$ cat src/core/wdt_pkg.sv
// Package: register offsets, field layout, reset values and service codes
`default_nettype none
package wdt_pkg;
  localparam int unsigned ADDR_W = 4;
  localparam int unsigned DATA_W = 32;
  // Register offsets
  localparam logic [ADDR_W-1:0] OFS_PROT_CTRL = 4'h0;
  localparam logic [ADDR_W-1:0] OFS_SERVICE = 4'h4;
  localparam logic [ADDR_W-1:0] OFS_COUNT = 4'h8;
  localparam logic [ADDR_W-1:0] OFS_INT_STATUS = 4'hc;
  // Protection control field positions
  localparam int unsigned TC_LSB = 16;
  localparam int unsigned BIT_ENABLE = 2;
  localparam int unsigned BIT_SELECT = 1;
  localparam int unsigned BIT_FREEZE_STOP = 3;
  localparam int unsigned BIT_PRESCALE = 0;
  localparam int unsigned BIT_LOCKED = 4;
  // Status and mask bit positions
  localparam int unsigned ST_EXPIRED = 0;
  localparam int unsigned ST_BAD_CODE = 1;
  localparam int unsigned ST_W = 2;
  // Reset values
  localparam logic [15:0] TC_RESET = 16'hffff;
  localparam logic RST_ENABLE = 1'b1;
  // Untouched watchdog must reset the system, not raise NMI
  localparam logic RST_SELECT = 1'b0;
  localparam logic RST_FREEZE_STOP = 1'b1;
  localparam logic RST_PRESCALE = 1'b1;
  // Service codes
  localparam logic [15:0] CODE_ARM = 16'h556c;
  localparam logic [15:0] CODE_FIRE = 16'haa39;
  // Prescaler
  localparam int unsigned PRESCALE_DIV = 2048;
  localparam int unsigned PRESCALE_W = 11;

  typedef enum logic {SVC_IDLE, SVC_ARMED} svc_state_e;

  typedef struct packed {
    logic [15:0] timeout;
    logic enable;
    logic select_nmi;
    logic freeze_stop;
    logic prescale;
  } prot_ctrl_s;

  typedef struct packed {
    logic [ADDR_W-1:0] addr;
    logic [DATA_W-1:0] wdata;
    logic wr;
    logic rd;
  } bus_req_s;
endpackage : wdt_pkg
`default_nettype wire

$ cat src/core/wdt_prescaler.sv
// Divide-by-2048 tick generator for the watchdog counter
`default_nettype none
module wdt_prescaler
  import wdt_pkg::*;
#(
  parameter int unsigned DIV = PRESCALE_DIV
) (
  // Clock and reset
  input wire logic sys_clk_i,
  input wire logic reset_n_i,
  // Control
  input wire logic run_i,
  input wire logic clear_i,
  // Tick
  output logic tick_o
);
  logic [PRESCALE_W-1:0] div_cnt;

  always_ff @(posedge sys_clk_i or negedge reset_n_i) begin
    if (!reset_n_i) begin
      div_cnt <= '0;
      tick_o <= 1'b0;
    end else if (clear_i) begin
      div_cnt <= '0;
      tick_o <= 1'b0;
    end else if (run_i) begin
      tick_o <= (div_cnt == PRESCALE_W'(DIV - 1));
      div_cnt <= (div_cnt == PRESCALE_W'(DIV - 1)) ? '0 : div_cnt + 1'b1;
    end else begin
      tick_o <= 1'b0;
    end
  end
endmodule // wdt_prescaler
`default_nettype wire

$ cat src/core/software_watchdog_timer.sv
// Software watchdog timer with two-word service sequence
`default_nettype none
module software_watchdog_timer
  import wdt_pkg::*;
#(
  parameter int unsigned COUNT_W = 16,
  parameter int unsigned DIV = PRESCALE_DIV
) (
  // Clock and reset
  input wire logic sys_clk_i,
  input wire logic reset_n_i,
  // Register port
  input wire logic [ADDR_W-1:0] addr_i,
  input wire logic [DATA_W-1:0] wdata_i,
  input wire logic wr_i,
  input wire logic rd_i,
  output logic [DATA_W-1:0] rdata_o,
  // System state
  input wire logic freeze_i,
  input wire logic low_power_i,
  // Expiry requests and interrupt
  output logic sys_reset_req_o,
  output logic nmi_req_o,
  output logic irq_o
);
  prot_ctrl_s ctrl;
  logic ctrl_locked;
  logic [15:0] svc_code;
  svc_state_e svc_state;
  logic [COUNT_W-1:0] count;
  logic [ST_W-1:0] status;
  logic [ST_W-1:0] mask;
  logic expired;
  bus_req_s req;
  logic wr_ctrl;
  logic wr_svc;
  logic service_done;
  logic bad_code;
  logic halted;
  logic run;
  logic tick;
  logic step;

  assign req = '{addr: addr_i, wdata: wdata_i, wr: wr_i, rd: rd_i};
  assign wr_ctrl = req.wr && (req.addr == OFS_PROT_CTRL);
  assign wr_svc = req.wr && (req.addr == OFS_SERVICE);
  assign svc_code = req.wdata[15:0];
  assign service_done = wr_svc && (svc_state == SVC_ARMED) && (svc_code == CODE_FIRE);
  assign bad_code = wr_svc && (svc_code != CODE_ARM) && (svc_code != CODE_FIRE);
  // Low power, and freeze while freeze_stop is set, both stop the counter from stepping
  assign halted = low_power_i || (freeze_i && ctrl.freeze_stop);
  assign run = ctrl.enable && !halted && !expired;
  assign step = run && (ctrl.prescale ? tick : 1'b1);

  wdt_prescaler #(
    .DIV(DIV)
  ) u_prescaler (
    .sys_clk_i(sys_clk_i),
    .reset_n_i(reset_n_i),
    .run_i(run && ctrl.prescale),
    .clear_i(service_done),
    .tick_o(tick)
  );

  // Protection control: timeout always writable, enable once only
  always_ff @(posedge sys_clk_i or negedge reset_n_i) begin
    if (!reset_n_i) begin
      ctrl.timeout <= TC_RESET;
      ctrl.enable <= RST_ENABLE;
      ctrl.select_nmi <= RST_SELECT;
      ctrl.freeze_stop <= RST_FREEZE_STOP;
      ctrl.prescale <= RST_PRESCALE;
      ctrl_locked <= 1'b0;
    end else if (wr_ctrl) begin
      ctrl.timeout <= req.wdata[TC_LSB +: 16];
      ctrl.select_nmi <= req.wdata[BIT_SELECT];
      ctrl.freeze_stop <= req.wdata[BIT_FREEZE_STOP];
      ctrl.prescale <= req.wdata[BIT_PRESCALE];
      ctrl_locked <= 1'b1;
      if (!ctrl_locked) begin
        ctrl.enable <= req.wdata[BIT_ENABLE];
      end
    end
  end

  // Service sequence; reads and other addresses never touch it
  always_ff @(posedge sys_clk_i or negedge reset_n_i) begin
    if (!reset_n_i) begin
      svc_state <= SVC_IDLE;
    end else if (wr_svc) begin
      case (svc_state)
        SVC_IDLE: begin
          if (svc_code == CODE_ARM) begin
            svc_state <= SVC_ARMED;
          end
        end
        SVC_ARMED: begin
          if (svc_code == CODE_FIRE) begin
            svc_state <= SVC_IDLE;
          end else if (svc_code != CODE_ARM) begin
            svc_state <= SVC_IDLE;
          end
        end
        default: svc_state <= SVC_IDLE;
      endcase
    end
  end

  // Down-counter; a fresh load only on reset or completed service
  always_ff @(posedge sys_clk_i or negedge reset_n_i) begin
    if (!reset_n_i) begin
      count <= COUNT_W'(TC_RESET);
      expired <= 1'b0;
    end else if (service_done && !expired) begin
      count <= COUNT_W'(ctrl.timeout);
    end else if (step) begin
      if (count == '0) begin
        expired <= 1'b1;
      end else begin
        count <= count - 1'b1;
      end
    end
  end

  // Expiry request held until system reset clears the block, on the output that select_nmi picks each cycle
  always_ff @(posedge sys_clk_i or negedge reset_n_i) begin
    if (!reset_n_i) begin
      sys_reset_req_o <= 1'b0;
      nmi_req_o <= 1'b0;
    end else begin
      sys_reset_req_o <= expired && !ctrl.select_nmi;
      nmi_req_o <= expired && ctrl.select_nmi;
    end
  end

  // Sticky status, set wins over write-one-to-clear
  always_ff @(posedge sys_clk_i or negedge reset_n_i) begin
    if (!reset_n_i) begin
      status <= '0;
      mask <= '0;
    end else begin
      if (req.wr && (req.addr == OFS_INT_STATUS)) begin
        mask <= req.wdata[16 +: ST_W];
      end
      status <= (status & ~((req.wr && (req.addr == OFS_INT_STATUS)) ? req.wdata[ST_W-1:0] : '0))
        | {bad_code, step && (count == '0) && !service_done};
    end
  end

  always_ff @(posedge sys_clk_i or negedge reset_n_i) begin
    if (!reset_n_i) begin
      irq_o <= 1'b0;
    end else begin
      irq_o <= |(status & mask);
    end
  end

  // Read data in the cycle after the strobe, zero otherwise
  always_ff @(posedge sys_clk_i or negedge reset_n_i) begin
    if (!reset_n_i) begin
      rdata_o <= '0;
    end else if (!req.rd) begin
      rdata_o <= '0;
    end else if (req.addr == OFS_PROT_CTRL) begin
      rdata_o <= {ctrl.timeout, 11'h000, ctrl_locked, ctrl.freeze_stop, ctrl.enable, ctrl.select_nmi,
        ctrl.prescale};
    end else if (req.addr == OFS_SERVICE) begin
      rdata_o <= {31'h0000_0000, svc_state == SVC_ARMED};
    end else if (req.addr == OFS_COUNT) begin
      rdata_o <= {{(DATA_W-COUNT_W){1'b0}}, count};
    end else if (req.addr == OFS_INT_STATUS) begin
      rdata_o <= {14'h0000, mask, 14'h0000, status};
    end else begin
      rdata_o <= '0;
    end
  end

  // Checks
  property p_enable_lock;
    @(posedge sys_clk_i) disable iff (!reset_n_i)
      (wr_ctrl && ctrl_locked) |=> $stable(ctrl.enable);
  endproperty
  a_enable_lock: assert property (p_enable_lock) else $error("enable changed after lock");

  property p_service_reload;
    @(posedge sys_clk_i) disable iff (!reset_n_i)
      (service_done && !expired) |=> (count == COUNT_W'($past(ctrl.timeout)));
  endproperty
  a_service_reload: assert property (p_service_reload) else $error("no reload on service");

  property p_bad_abandon;
    @(posedge sys_clk_i) disable iff (!reset_n_i)
      bad_code |=> (svc_state == SVC_IDLE);
  endproperty
  a_bad_abandon: assert property (p_bad_abandon) else $error("bad code kept sequence");

  property p_hold_armed;
    @(posedge sys_clk_i) disable iff (!reset_n_i)
      (svc_state == SVC_ARMED && !wr_svc) |=> (svc_state == SVC_ARMED);
  endproperty
  a_hold_armed: assert property (p_hold_armed) else $error("service state lost");

  property p_disabled_hold;
    @(posedge sys_clk_i) disable iff (!reset_n_i)
      (!ctrl.enable && !service_done) |=> $stable(count);
  endproperty
  a_disabled_hold: assert property (p_disabled_hold) else $error("count moved while disabled");

  property p_low_power_hold;
    @(posedge sys_clk_i) disable iff (!reset_n_i)
      (low_power_i && !service_done) |=> (count == $past(count));
  endproperty
  a_low_power_hold: assert property (p_low_power_hold) else $error("count moved in low power");

  property p_expiry_out;
    @(posedge sys_clk_i) disable iff (!reset_n_i)
      (step && count == '0 && !service_done) |=> ##1 (sys_reset_req_o || nmi_req_o);
  endproperty
  a_expiry_out: assert property (p_expiry_out) else $error("no expiry request at zero");

  property p_select;
    @(posedge sys_clk_i) disable iff (!reset_n_i)
      nmi_req_o |-> $past(ctrl.select_nmi) && !sys_reset_req_o;
  endproperty
  a_select: assert property (p_select) else $error("wrong expiry response");

  property p_no_prescale_step;
    @(posedge sys_clk_i) disable iff (!reset_n_i)
      (run && !ctrl.prescale && count != '0 && !service_done) |=> (count == $past(count) - 1'b1);
  endproperty
  a_no_prescale_step: assert property (p_no_prescale_step) else $error("counter did not step");

  property p_lock_sets;
    @(posedge sys_clk_i) disable iff (!reset_n_i)
      wr_ctrl |=> ctrl_locked;
  endproperty
  a_lock_sets: assert property (p_lock_sets) else $error("lock not set by control write");

  property p_lock_sticky;
    @(posedge sys_clk_i) disable iff (!reset_n_i)
      ctrl_locked |=> ctrl_locked;
  endproperty
  a_lock_sticky: assert property (p_lock_sticky) else $error("lock released without reset");

  property p_enable_first_write;
    @(posedge sys_clk_i) disable iff (!reset_n_i)
      (wr_ctrl && !ctrl_locked) |=> (ctrl.enable == $past(wdata_i[BIT_ENABLE]));
  endproperty
  a_enable_first_write: assert property (p_enable_first_write) else $error("first write missed enable");

  property p_select_write;
    @(posedge sys_clk_i) disable iff (!reset_n_i)
      wr_ctrl |=> (ctrl.select_nmi == $past(wdata_i[BIT_SELECT]));
  endproperty
  a_select_write: assert property (p_select_write) else $error("select bit not written");

  property p_arm;
    @(posedge sys_clk_i) disable iff (!reset_n_i)
      (wr_svc && svc_state == SVC_IDLE && svc_code == CODE_ARM) |=> (svc_state == SVC_ARMED);
  endproperty
  a_arm: assert property (p_arm) else $error("first code did not arm");

  property p_fire_idle;
    @(posedge sys_clk_i) disable iff (!reset_n_i)
      service_done |=> (svc_state == SVC_IDLE);
  endproperty
  a_fire_idle: assert property (p_fire_idle) else $error("sequence not restarted after service");

  property p_arm_repeat;
    @(posedge sys_clk_i) disable iff (!reset_n_i)
      (wr_svc && svc_state == SVC_ARMED && svc_code == CODE_ARM) |=> (svc_state == SVC_ARMED);
  endproperty
  a_arm_repeat: assert property (p_arm_repeat) else $error("repeated first code lost arming");

  property p_idle_other;
    @(posedge sys_clk_i) disable iff (!reset_n_i)
      (wr_svc && svc_state == SVC_IDLE && svc_code != CODE_ARM) |=> (svc_state == SVC_IDLE);
  endproperty
  a_idle_other: assert property (p_idle_other) else $error("armed without first code");

  property p_read_no_effect;
    @(posedge sys_clk_i) disable iff (!reset_n_i)
      (rd_i && !wr_i) |=> $stable(svc_state);
  endproperty
  a_read_no_effect: assert property (p_read_no_effect) else $error("read moved service state");

  property p_count_source;
    @(posedge sys_clk_i) disable iff (!reset_n_i)
      (!service_done && !step) |=> $stable(count);
  endproperty
  a_count_source: assert property (p_count_source) else $error("count moved without step or service");

  property p_step_decrement;
    @(posedge sys_clk_i) disable iff (!reset_n_i)
      (step && count != '0 && !service_done) |=> (count == $past(count) - 1'b1);
  endproperty
  a_step_decrement: assert property (p_step_decrement) else $error("step did not decrement");

  property p_prescale_gap;
    @(posedge sys_clk_i) disable iff (!reset_n_i)
      (ctrl.prescale && !tick && !service_done) |=> $stable(count);
  endproperty
  a_prescale_gap: assert property (p_prescale_gap) else $error("count moved between ticks");

  property p_tick_single;
    @(posedge sys_clk_i) disable iff (!reset_n_i)
      tick |=> !tick;
  endproperty
  a_tick_single: assert property (p_tick_single) else $error("prescaler tick too long");

  property p_freeze_hold;
    @(posedge sys_clk_i) disable iff (!reset_n_i)
      (freeze_i && ctrl.freeze_stop && !service_done) |=> $stable(count);
  endproperty
  a_freeze_hold: assert property (p_freeze_hold) else $error("count moved in freeze");

  property p_expire_at_zero;
    @(posedge sys_clk_i) disable iff (!reset_n_i)
      (step && count == '0 && !service_done) |=> expired;
  endproperty
  a_expire_at_zero: assert property (p_expire_at_zero) else $error("no expiry at zero");

  property p_expired_sticky;
    @(posedge sys_clk_i) disable iff (!reset_n_i)
      expired |=> expired;
  endproperty
  a_expired_sticky: assert property (p_expired_sticky) else $error("expiry dropped without reset");

  property p_disabled_no_expiry;
    @(posedge sys_clk_i) disable iff (!reset_n_i)
      (!ctrl.enable && !expired) |=> !expired;
  endproperty
  a_disabled_no_expiry: assert property (p_disabled_no_expiry) else $error("expired while disabled");

  property p_bad_code_flag;
    @(posedge sys_clk_i) disable iff (!reset_n_i)
      bad_code |=> status[ST_BAD_CODE];
  endproperty
  a_bad_code_flag: assert property (p_bad_code_flag) else $error("bad code not flagged");
endmodule // software_watchdog_timer
`default_nettype wire

$ cat config.mk
export PLATFORM = sky130hd
export DESIGN_NAME = software_watchdog_timer
export DESIGN_NICKNAME = d
export VERILOG_FILES = /design/src/core/wdt_pkg.sv /design/src/core/wdt_prescaler.sv /design/src/core/software_watchdog_timer.sv
export SDC_FILE = /design/constraint.sdc
export NUM_CORES = 1
export LEC_CHECK = 0
export BUFFER_PORTS_ARGS = -buffer_cell sky130_fd_sc_hd__buf_2
export CORE_UTILIZATION = 58
export DETAILED_ROUTE_END_ITERATION = 12
export MAX_ROUTING_LAYER = met4
export PLACE_DENSITY = 0.83
export REMOVE_ABC_BUFFERS = 1
export SETUP_SLACK_MARGIN = 0.5
export SLEW_MARGIN = 20
export SYNTH_ARGS = -nofsm -noshare
export SYNTH_HDL_FRONTEND = slang
export SYNTH_SLANG_ARGS = --single-unit
$ cat constraint.sdc
create_clock -name sys_clk_i -period 5.3 [get_ports sys_clk_i]
set_input_delay 0.53 -clock sys_clk_i [delete_from_list [all_inputs] [get_ports sys_clk_i]]
set_output_delay 0.53 -clock sys_clk_i [all_outputs]
set_load 0.05 [all_outputs]
Word level (Yosys, flattened, before mapping)
Index checks and enable logic that the tools add are counted.
Widths: inputs -> output; s select.
{ "word_totals": {"ff_bits": 90, "in_bits": 42, "out_inout_bits": 35, "elab_cells": 84} }
{ "classes": {"addsub": 2, "n_eq_ne": 9, "n_mux": 19, "bitwise": 7, "n_reduce_logical": 30} }
{ "ops": {"columns": ["op", "n"], "rows": [
  ["$mux 32", 2],
  ["$mux 18", 3],
  ["$mux 16", 3],
  ["$mux 11", 3],
  ["$logic_and 1x1->1", 17],
  ["$eq 16x15->1 const B", 1],
  ["$eq 16x16->1 const B", 1],
  ["$logic_not 16->1", 1],
  ["$ne 16x15->1 const B", 1],
  ["$ne 16x16->1 const B", 1],
  ["$sub 16x1->16 const B", 1],
  ["$add 11x1->11 const B", 1],
  ["$eq 11x11->1 const B", 1],
  ["$eq 4x4->1 const B", 2],
  ["$mux 1", 6],
  ["$and 2x2->2", 2],
  ["$eq 4x3->1 const B", 1],
  ["$logic_not 1->1", 4],
  ["$logic_not 4->1", 1],
  ["$reduce_and 2->1", 2],
  ["$reduce_bool 2->1", 2],
  ["$not 1->1", 3],
  ["$reduce_and 3->1", 1],
  ["$mux 2", 1],
  ["6 further kinds", 6]
]} }

Longest topological paths before layout
Gate-level depths: netlist of the first run.
{ "logic_depth": {"ltp_word": 9, "ltp_mapped": 7, "mapped_depth_nobuf": 7} }

Hierarchy
Synthesis of the first run repeated with hierarchy kept, for this count alone.
{ "unflattened": {"cells_unflattened": 346, "area_unflattened_um2": 4012.6} }
{ "modules_own_cells": {"columns": ["module", "n_inst", "cells_per_inst", "area_per_inst_um2", "seq_area_each_um2"], "rows": [
  ["software_watchdog_timer", 1, 282, 3382.0, 1995.7],
  ["wdt_prescaler", 1, 64, 630.6, 300.3]
]} }

Worst setup path before layout of the first run
OpenSTA, ideal clock, no wires.
{ "synth_path": {"path_type": "input-to-reg", "from": "input port wdata_i[2]", "to": "register count[3]", "setup_ns": 0.082, "arrival_time_ns": 1.788, "required_time_ns": 5.218, "slack_ns": 3.430, "path_stages": 4, "n_path_buf": 0, "cell_sequence": "nor4b_1 > nand4_1 > nor3_2 > mux2_2"} }
{ "synth_between": {"elab_chain_cells": 5, "word_cells_on_any_way": 7, "cone_classes": "eq/ne (2); mux (1); reduce/logical (4)"} }
{ "synth_lines": {"columns": ["element", "line_no", "text"], "rows": [
  ["start, declared", "software_watchdog_timer.sv:14", "input wire logic [DATA_W-1:0] wdata_i,"],
  ["$eq 16x16->1 *", "software_watchdog_timer.sv:48", "assign service_done = wr_svc && (svc_state == SVC_ARMED) && (svc_code == CODE_FIRE);"],
  ["$logic_and 1x1->1 *", "software_watchdog_timer.sv:48", null],
  ["$logic_and 1x1->1 *", "software_watchdog_timer.sv:114", "end else if (service_done && !expired) begin"],
  ["$ne 2x2->1 (no source line) / $reduce_bool 2->1 (equally long branches)", null, null],
  ["$reduce_and 2->1 (no source line)", null, null],
  ["end signal, assigned", "software_watchdog_timer.sv:112", "count <= COUNT_W'(TC_RESET);"],
  ["end signal, assigned", "software_watchdog_timer.sv:115", "count <= COUNT_W'(ctrl.timeout);"],
  ["end signal, assigned", "software_watchdog_timer.sv:120", "count <= count - 1'b1;"],
  ["end, declared", "software_watchdog_timer.sv:30", "logic [COUNT_W-1:0] count;"]
]} }
Every way passes the cells marked *; elsewhere a longest branch is shown, timed or not.
A chain may end at the register's enable or synchronous reset.

Final worst setup path of the first run
{ "layout_path": {"from": "input port wdata_i[2]", "to": "register count[5]"} }
Same word-level chain as after synthesis.

==> summary.txt, run 1 <==
Diodes inserted: 0
slew margin rel.: 29.3%
sw frac: 24.4%
I/O Pins: 77
final net count: 478
Crit. End Element: register
GRT Total Usage: 25.4%
Worst EP arrival: 2.53 ns
first-pass GRT wire length: 13900 µm
top post-synthesis cells by area: dfrtp_1 (34%), dfstp_2 (23%), mux2_2 (6.7%), and2_1 (3.9%), nor2_1 (2.9%)
crit path kind: primary input to register
Synth Register Bits: 90
RSZ-0062 raised after global routing: no
CP peak stage delay: 0.80 ns
Critical Path RT: 5.58 ns
max-cap viol count: 0
cts hold-fix bufs: 0
post-route setup TNS: 0 ns
synthesized cell area: 4060 µm²
RD Place Congestion: 0.854
worst-path maximum fanout: 18
Clock Tree Root: clkbuf_8
area occupied by multi-input gates: 1680 µm²
Via density: 5.66
largest area contributor in the netlist: dfrtp_1
CTS sink count: 90
Sequential Power Share: 59.6%
Async S/R FF share, synth: 100%
Detail Route met2 WL: 4150 µm
postcts setup bufs: 0
DR DRC count: 0
Clock Path Buffers: 2
design area: 4680 µm²
Hold Violations, Final: 0
Lkg Pwr: 2.20 nW
core area: 6790 µm²
final setup fails: 0
crit path time final: 2.25 ns
top sig layer: met4
antenna-violating nets left: 0
Worst path top cell family by delay: simple AND/OR/NAND/NOR gates
DP HPWL: 5690 µm
sequential share of the synthesized area: 56.5%
DRT met1 WL: 3610 µm
worst slew pin tran: 1.06 ns
total wire length: 8290 µm
share of cells above drive strength 1: 36.9%
Die H: 85.7 µm
Fillers: 515
wire length per cell: 15.5 µm
NetSw: 0.000326 W
library cells used by synthesis: 52
vias in the first global route: 2893
Vias: 3029
Clock power frac: 31.2%
EDFF count, synth: 0
Power Density: 285 nW/µm²
CTS tree: built
die width: 85.7 µm
CTS Buf Count: 9
die area: 7340 µm²
startpoint types: primary input
area share of the largest cell type after synthesis: 33.9%
Avg Cell Area, Syn: 11.3 µm²
Worst Skew: 0.0130 ns
period utilization: 42.5%
Mapped Cells: 360
initial antenna violation count: 0
HP Class: primary input to asynchronous set/reset pin
Initial DRC Count: 196
Area growth, synth to finish: 15.3%
Comb power frac: 9.2%
Pint: 0.00101 W
top cells by count, synth: dfrtp_1 (55), dfstp_2 (35), nor2_1 (31)
total power: 0.00134 W
grt ovf: 0
initial core utilization: 59.8%
Warnings, synthesis: 0
Setup WS post-layout: 3.05 ns
worst-case vdd ir drop: 0.214 mV
outcome: completed
Max Slew Vio Count: 0
count leader, synth: dfrtp_1
placed cell areas: 4500 µm²
metal3 WL: 327 µm
Worst-Skew Late Latency: 0.35 ns
Final Util: 68.9%
cts repair resizes: 0
htree depth: 3
worst path cell trace: buf_2 -> nor4b_1 -> nand4_1 -> nor3_2 -> mux2_2
largest net degree at the start of global routing: 91
Most used DFF post-synth: dfrtp_1
Register Area: 2300 µm²
DR pass1 iterations: 5
slowest CP cell: nor3_2
CP Buf/Inv Count: 1
number of buffers added on ports: 76
Rows: 30
clk slew on worst S/H paths: 0.09 ns
fmax: 0.444 GHz
post-place setup slack: 2.66 ns
final timing paths:
kind,startpoint,to,slack [ns],cells past startpoint
setup reg to reg,ctrl[3],count[10],3.18,5
min in group sys_clk_i,wdata_i[21],ctrl[9],0.41,2
setup / recovery,wdata_i[2],count[5],3.05,5
hold / removal,reset_n_i,rdata_o[24],0.22,1
hold reg to reg,ctrl[6],count[2],0.49,2
max in group asynchronous,reset_n_i,rdata_o[1],4.55,1
layer usage:
layer | global-route usage (%) | up-vias
li1 | - | 1421
met1 | 33.3 | 1506
met2 | 39.6 | 81
met3 | 4.33 | 21
met4 | 10.5 | 0
met5 | - | -
power by group through the flow:
stage / registers (W) / clock network, W / logic (W)
floorplan: 0.000815 / 0 / 0.0000552
global placement: 0.000804 / 0 / 0.000119
detailed placement: 0.000807 / 0 / 0.000124
CTS: 0.000795 / 0.000426 / 0.000125
global route: 0.000801 / 0.000458 / 0.000135
finish: 0.000796 / 0.000416 / 0.000123
cell type report:
class                      count  area share (%)
clock buffer                  13            3.39
clock inverter                 3           0.321
inverter                       7           0.561
multi-input combinational    250            35.9
sequential                    90            49.0
tap                           96            2.56
timing repair buffer          76            8.26
cells in the final DEF, fill, tap and decap left out, types with 10 or more instances in the layout:
| cell | instances |
|---|---|
| buf_2 | 75 |
| mux2_2 | 24 |
| nand2_1 | 23 |
| dfstp_2 | 35 |
| nand3_1 | 10 |
| nor2_1 | 31 |
| and2_1 | 25 |
| o21ai_0 | 11 |
| dfrtp_1 | 55 |
| a21oi_1 | 22 |
| xnor2_1 | 10 |
| clkbuf_8 | 11 |
through the flow:
stage,cells,hold WS (ns)
after global placement,519,0.468
after global routing,535,0.297
final,535,0.218
after CTS,535,0.398
after detailed placement,519,0.476
after floorplan,347,0.234
kinds of logic after synthesis:
| family | Yosys count | synth area share [%] |
|---|---|---|
| XOR/XNOR | 16 | 3.45 |
| multiplexers | 30 | 8.44 |
| buffers and inverters | 20 | 2.19 |
| AO/OA/AOI/OAI | 50 | 7.27 |
| flip-flops | 90 | 56.5 |
| AND/OR/NAND/NOR | 152 | 21.5 |
| adder cells (fa/ha/maj) | 2 | 0.616 |
state kept, by name (all words and copies together) (netlist names):
| name | flops |
|---|---|
| rdata_o | 32 |
| ctrl | 20 |
| count | 16 |
| u_prescaler.div_cnt | 11 |
| mask | 2 |
| status | 2 |
| ctrl_locked | 1 |
| expired | 1 |
| irq_o | 1 |
| nmi_req_o | 1 |
| svc_state | 1 |
| sys_reset_req_o | 1 |
| u_prescaler.tick_o | 1 |
No activity file was read; power rests on OpenSTA's default activity.
==> inputs of run 2 (changes only) <==
- CORE_UTILIZATION: 58 -> 50
- PLACE_DENSITY: 0.83 -> 0.76
- clock period: 5.3 -> 2 ns (I/O delays scaled with it)
==> summary.txt, run 2 (synthesis results as in run 1) <==
Hold Violations, Final: 0 (unchanged)
most frequent cells in the layout: buf_2 (76), dfrtp_1 (54), dfstp_2 (35), nor2_1 (30), buf_4 (26)
Crit. End Element: register
final net count: 514 (+7.5%)
Power Density: 714 nW/µm² (+150%)
largest registers: rdata_o (32), ctrl (20), count (16)
CTS tree: built
Diodes inserted: 0 (unchanged)
die width: 92.1 µm (+7.5%)
slowest CP cell: dfstp_2
Max Slew Vio Count: 0 (unchanged)
GRT Total Usage: 23.2% (-2.2 points)
number of buffers added on ports: 76 (unchanged)
design area: 5340 µm² (+14%)
Lkg Pwr: 2.47 nW (+12%)
startpoint types: register
die area: 8480 µm² (+16%)
total wire length: 9870 µm (+19%)
dpl cells: 539 (+3.9%)
worst slew pin tran: 0.469 ns (-0.588 ns)
CTS Buf Count: 9 (unchanged)
grt ovf: 0 (unchanged)
Hold Crit Depth: 2
fmax: 0.540 GHz
outcome: completed
Critical Path RT: 2.27 ns (-3.31 ns)
clk slew on worst S/H paths: 0.08 ns (about the same)
final cell count without fillers: 577 (+7.9%)
worst-path maximum fanout: 9 (-9)
total power: 0.00381 W (+190%)
share of cells above drive strength 1: 49.1% (+12 points)
Area growth, synth to finish: 31.5%
Rows: 32 (+6.7%)
commonest non-fill, non-tap cell in the layout: buf_2
post-route setup TNS: 0 ns (unchanged)
slew margin rel.: 68.5% (+39 points)
wire length per cell: 17.1 µm (+10%)
Top reg by flops: rdata_o
Worst EP arrival: 2.12 ns (-0.41 ns)
Clock Tree Root: clkbuf_8
Largest register FFs: 32 (unchanged)
antenna-violating nets left: 0 (unchanged)
initial core utilization: 52.0% (-7.8 points)
DP HPWL: 6100 µm (+7.1%)
vias in the first global route: 3057 (+5.7%)
CTS sink count: 90 (unchanged)
worst path cell trace: nor2b_4 -> nand3_4 -> buf_12 -> nor4_2 -> mux2i_1 -> a21oi_1
largest net degree at the start of global routing: 56 (-38%)
DR pass1 iterations: 4 (-1)
DR DRC count: 0 (unchanged)
first-pass GRT wire length: 14900 µm (+7.0%)
RSZ-0062 raised after global routing: yes
Initial DRC Count: 254 (+30%)
htree depth: 3 (unchanged)
Worst Skew: 0.0174 ns (+0.00436 ns)
max-cap viol count: 0 (unchanged)
crit path kind: register to register
Clock Path Buffers: 2 (unchanged)
period utilization: 92.5%
Worst-Skew Late Latency: 0.37 ns (+0.02 ns)
I/O Pins: 77 (unchanged)
CP peak stage delay: 0.56 ns (-0.24 ns)
Final Util: 68.4% (-0.55 points)
Via density: 5.62 (-0.67%)
Die H: 92.1 µm (+7.5%)
HP Class: primary input to register
Vias: 3245 (+7.1%)
crit path time final: 1.85 ns
placed cell areas: 4640 µm² (+3.1%)
core area: 7810 µm² (+15%)
final setup fails: 0 (unchanged)
worst-case vdd ir drop: 0.651 mV (+200%)
Register-to-Register Path Depth: 6 (+1)
initial antenna violation count: 0 (unchanged)
RD Place Congestion: 0.873 (+2.1%)
## run 2: changes by cell type in the layout (fill, tap and decap cells not counted), sizes merged
cell         before  now
bufinv            0    2
buf              76  111
clkinv            3    1
dlygate4sd3       0    1
## run 2: final timing paths
check	start	slack, ns	to
worst max-delay path	ctrl[3]	0.15	count[9]
worst max register to register	ctrl[3]	0.15	count[9]
min in group asynchronous	reset_n_i	0.33	u_prescaler.div_cnt[7]
worst min-delay path	wdata_i[19]	0.07	ctrl[7]
worst min register to register	ctrl[6]	0.47	count[2]
max in group asynchronous	reset_n_i	0.97	count[10]
## run 2: power by group
group | leakage (nW) | switching (W) | internal, W
Clock | 0.108 | 0.000617 | 0.000739
Sequential | 1.11 | 0.000101 | 0.00201
Combinational | 1.26 | 0.000185 | 0.000159
Total | 2.47 | 0.000903 | 0.00291
## run 2: routing by layer
metal,global-route usage (%),up-vias,share of wire [%]
li1,-,1492,-
met1,29.4,1646,41
met2,36.8,92,52
met3,3.73,15,5.2
met4,10.3,0,1.8
met5,-,-,0
## run 2: cell type report
class,instances,area (µm²)
clock buffer,13,149
sequential,90,2300
fill,568,2470
multi-input combinational,250,1940
clock inverter,3,65.1
inverter,7,28.8
tap,102,128
timing repair buffer,112,729
## run 2: critical path, delay by kind of cell (launching register included)
family	cells	cell delay, ns
AO/OA/AOI/OAI	1	0.12
buffers and inverters	1	0.18
flip-flops	1	0.56
multiplexers	1	0.30
AND/OR/NAND/NOR	3	0.60
## run 2: through the flow
step / setup WS, ns / hold slack, ns
final: 0.149 / 0.0714
after floorplan: 0.174 / -0.0956
after global placement: 0.146 / 0.189
after global routing: 0.0976 / 0.0751
after CTS: 0.172 / 0.0682
after detailed placement: 0.114 / 0.192
## run 2: timing repair
action	in CTS	in global routing
setup buffers	10	10
setup endpoints to repair	30	28
resized for setup	29	45
pin swaps	15	25
hold buffers	1	0
gates cloned	0	1
hold endpoints to repair	31	0
==> inputs of run 3 (changes only) <==
- RECOVER_POWER: default -> 50
- REMOVE_ABC_BUFFERS: 1 -> default
==> summary.txt, run 3 (synthesis results as in run 1) <==
post-place setup slack: 0.190 ns (+0.0761 ns)
antenna-violating nets left: 0 (unchanged)
post-route setup TNS: 0 ns (unchanged)
outcome: completed
total power: 0.00385 W (+0.98%)
crit path kind: register to register
fmax: 0.545 GHz (+0.84%)
Diodes inserted: 0 (unchanged)
Via density: 5.65 (+0.53%)
vias in the first global route: 3164 (+3.5%)
largest net degree at the start of global routing: 43 (-23%)
most frequent cells in the layout: buf_2 (72), dfrtp_1 (52), buf_4 (32), nor2_1 (30), dfstp_2 (29)
Clock Tree Root: clkbuf_8
Critical Path RT: 2.29 ns (+0.02 ns)
core area: 7810 µm² (unchanged)
startpoint types: register
period utilization: 91.8% (-0.77 points)
r2r startpoint: count[13]
grt ovf: 0 (unchanged)
RSZ-0062 raised after global routing: yes
HP Class: primary input to register
Area growth, synth to finish: 33.7%
Lkg Pwr: 2.51 nW (+1.5%)
htree depth: 3 (unchanged)
I/O Pins: 77 (unchanged)
Final Util: 69.6% (+1.2 points)
Clock Path Buffers: 2 (unchanged)
Power Density: 709 nW/µm² (-0.72%)
worst-case vdd ir drop: 0.573 mV (-12%)
worst slew pin tran: 0.741 ns (+0.272 ns)
Initial DRC Count: 216 (-15%)
CTS sink count: 90 (unchanged)
RD Place Congestion: 0.905 (+3.7%)
die width: 92.1 µm (unchanged)
Setup WS post-layout: 0.165 ns (+0.0155 ns)
crit path time final: 1.84 ns (-0.0155 ns)
Top reg by flops: rdata_o
Hold Violations, Final: 0 (unchanged)
first-pass GRT wire length: 15000 µm (+1.2%)
GRT Total Usage: 23.5% (+0.34 points)
DR pass1 iterations: 5 (+1)
slew margin rel.: 50.6% (-18 points)
final setup fails: 0 (unchanged)
final net count: 523 (+1.8%)
Crit. End Element: register
max-cap viol count: 0 (unchanged)
die area: 8480 µm² (unchanged)
total wire length: 10000 µm (+1.5%)
design area: 5430 µm² (+1.7%)
DR DRC count: 0 (unchanged)
CTS tree: built
Die H: 92.1 µm (unchanged)
DP HPWL: 6350 µm (+4.2%)
Worst Skew: 0.0102 ns (-0.00722 ns)
initial core utilization: 52.0% (unchanged)
number of buffers added on ports: 76 (unchanged)
Max Slew Vio Count: 0 (unchanged)
wire length per cell: 17.1 µm (about the same)
share of cells above drive strength 1: 49.8% (+0.74 points)
clk slew on worst S/H paths: 0.09 ns (about the same)
Rows: 32 (unchanged)
worst-path maximum fanout: 7 (-2)
largest registers: rdata_o (32), ctrl (20), count (16)
Worst EP arrival: 2.13 ns (about the same)
placed cell areas: 4690 µm² (+1.2%)
Worst-Skew Late Latency: 0.36 ns (about the same)
commonest non-fill, non-tap cell in the layout: buf_2
syn nets: 404
initial antenna violation count: 0 (unchanged)
Largest register FFs: 32 (unchanged)
Critical Path Source: count[13]
Vias: 3313 (+2.1%)
CTS Buf Count: 9 (unchanged)
worst hold start: wdata_i[30]
[run 3: cell types whose count changed in the layout (fill, tap and decap cells not counted), moves of 3 or more]
cell,change
buf_4,+6
dfstp_1,+6
dfstp_2,-6
buf_2,-4
buf_6,+4
buf_12,-3
inv_6,+3
nor4_2,-3
nor4_4,+3
o21ai_0,+3
[run 3: routing by layer]
layer / up-vias / GRT usage (%) / part of all wire (%)
met5: - / - / 0
met4: 0 / 8.46 / 1.7
met3: 20 / 3.07 / 4.0
met2: 113 / 39.2 / 52
met1: 1669 / 29.5 / 42
li1: 1511 / - / -
[run 3: critical path, stage by stage (launching register included)]
cell and delay [ns]:
dfstp_2 0.39, or4_4 0.55, nor3_4 0.15, buf_6 0.16, a211oi_2 0.08, xor2_1 0.16, mux2_2 0.27
[run 3: power breakdown]
| part | internal, W | switching (W) | total (W) |
|---|---|---|---|
| Sequential | 0.00201 | 0.000104 | 0.00211 |
| Clock | 0.000715 | 0.000667 | 0.00138 |
| Combinational | 0.000163 | 0.000192 | 0.000355 |
[run 3: final timing paths]
kind | endpoint | slack, ns | depth (start not counted)
setup / recovery | count[5] | 0.16 | 6
hold / removal | ctrl[18] | 0.06 | 2
min in group asynchronous | irq_o | 0.41 | 2
hold reg to reg | count[2] | 0.48 | 2
setup reg to reg | count[5] | 0.16 | 6
max in group asynchronous | count[10] | 0.49 | 3
[run 3: layout make-up]
class | count | area, µm²
fillers | 541 | 2380
clock buffers | 9 | 124
multi-input cells | 250 | 2000
clock inverters | 7 | 98.8
well taps | 102 | 128
repair buffers | 121 | 757
inverters | 7 | 26.3
flip-flops and latches | 90 | 2300
[run 3: timing repair]
action | CTS | global route
gates resized for setup | 33 | 36
pin swaps | 16 | 24
gates cloned | 1 | 0
hold buffers | 1 | 0
endpoints found under the hold margin | 21 | 0
endpoints found under the setup margin | 29 | 30
buffers inserted | 14 | 14
[run 3: per-stage QoR]
| stage | hold slack (ns) | cells |
|---|---|---|
| after global placement | 0.151 | 540 |
| after detailed placement | 0.157 | 540 |
| final | 0.0628 | 586 |
| after global routing | 0.0521 | 586 |
| after floorplan | -0.0956 | 360 |
| after CTS | 0.0629 | 572 |
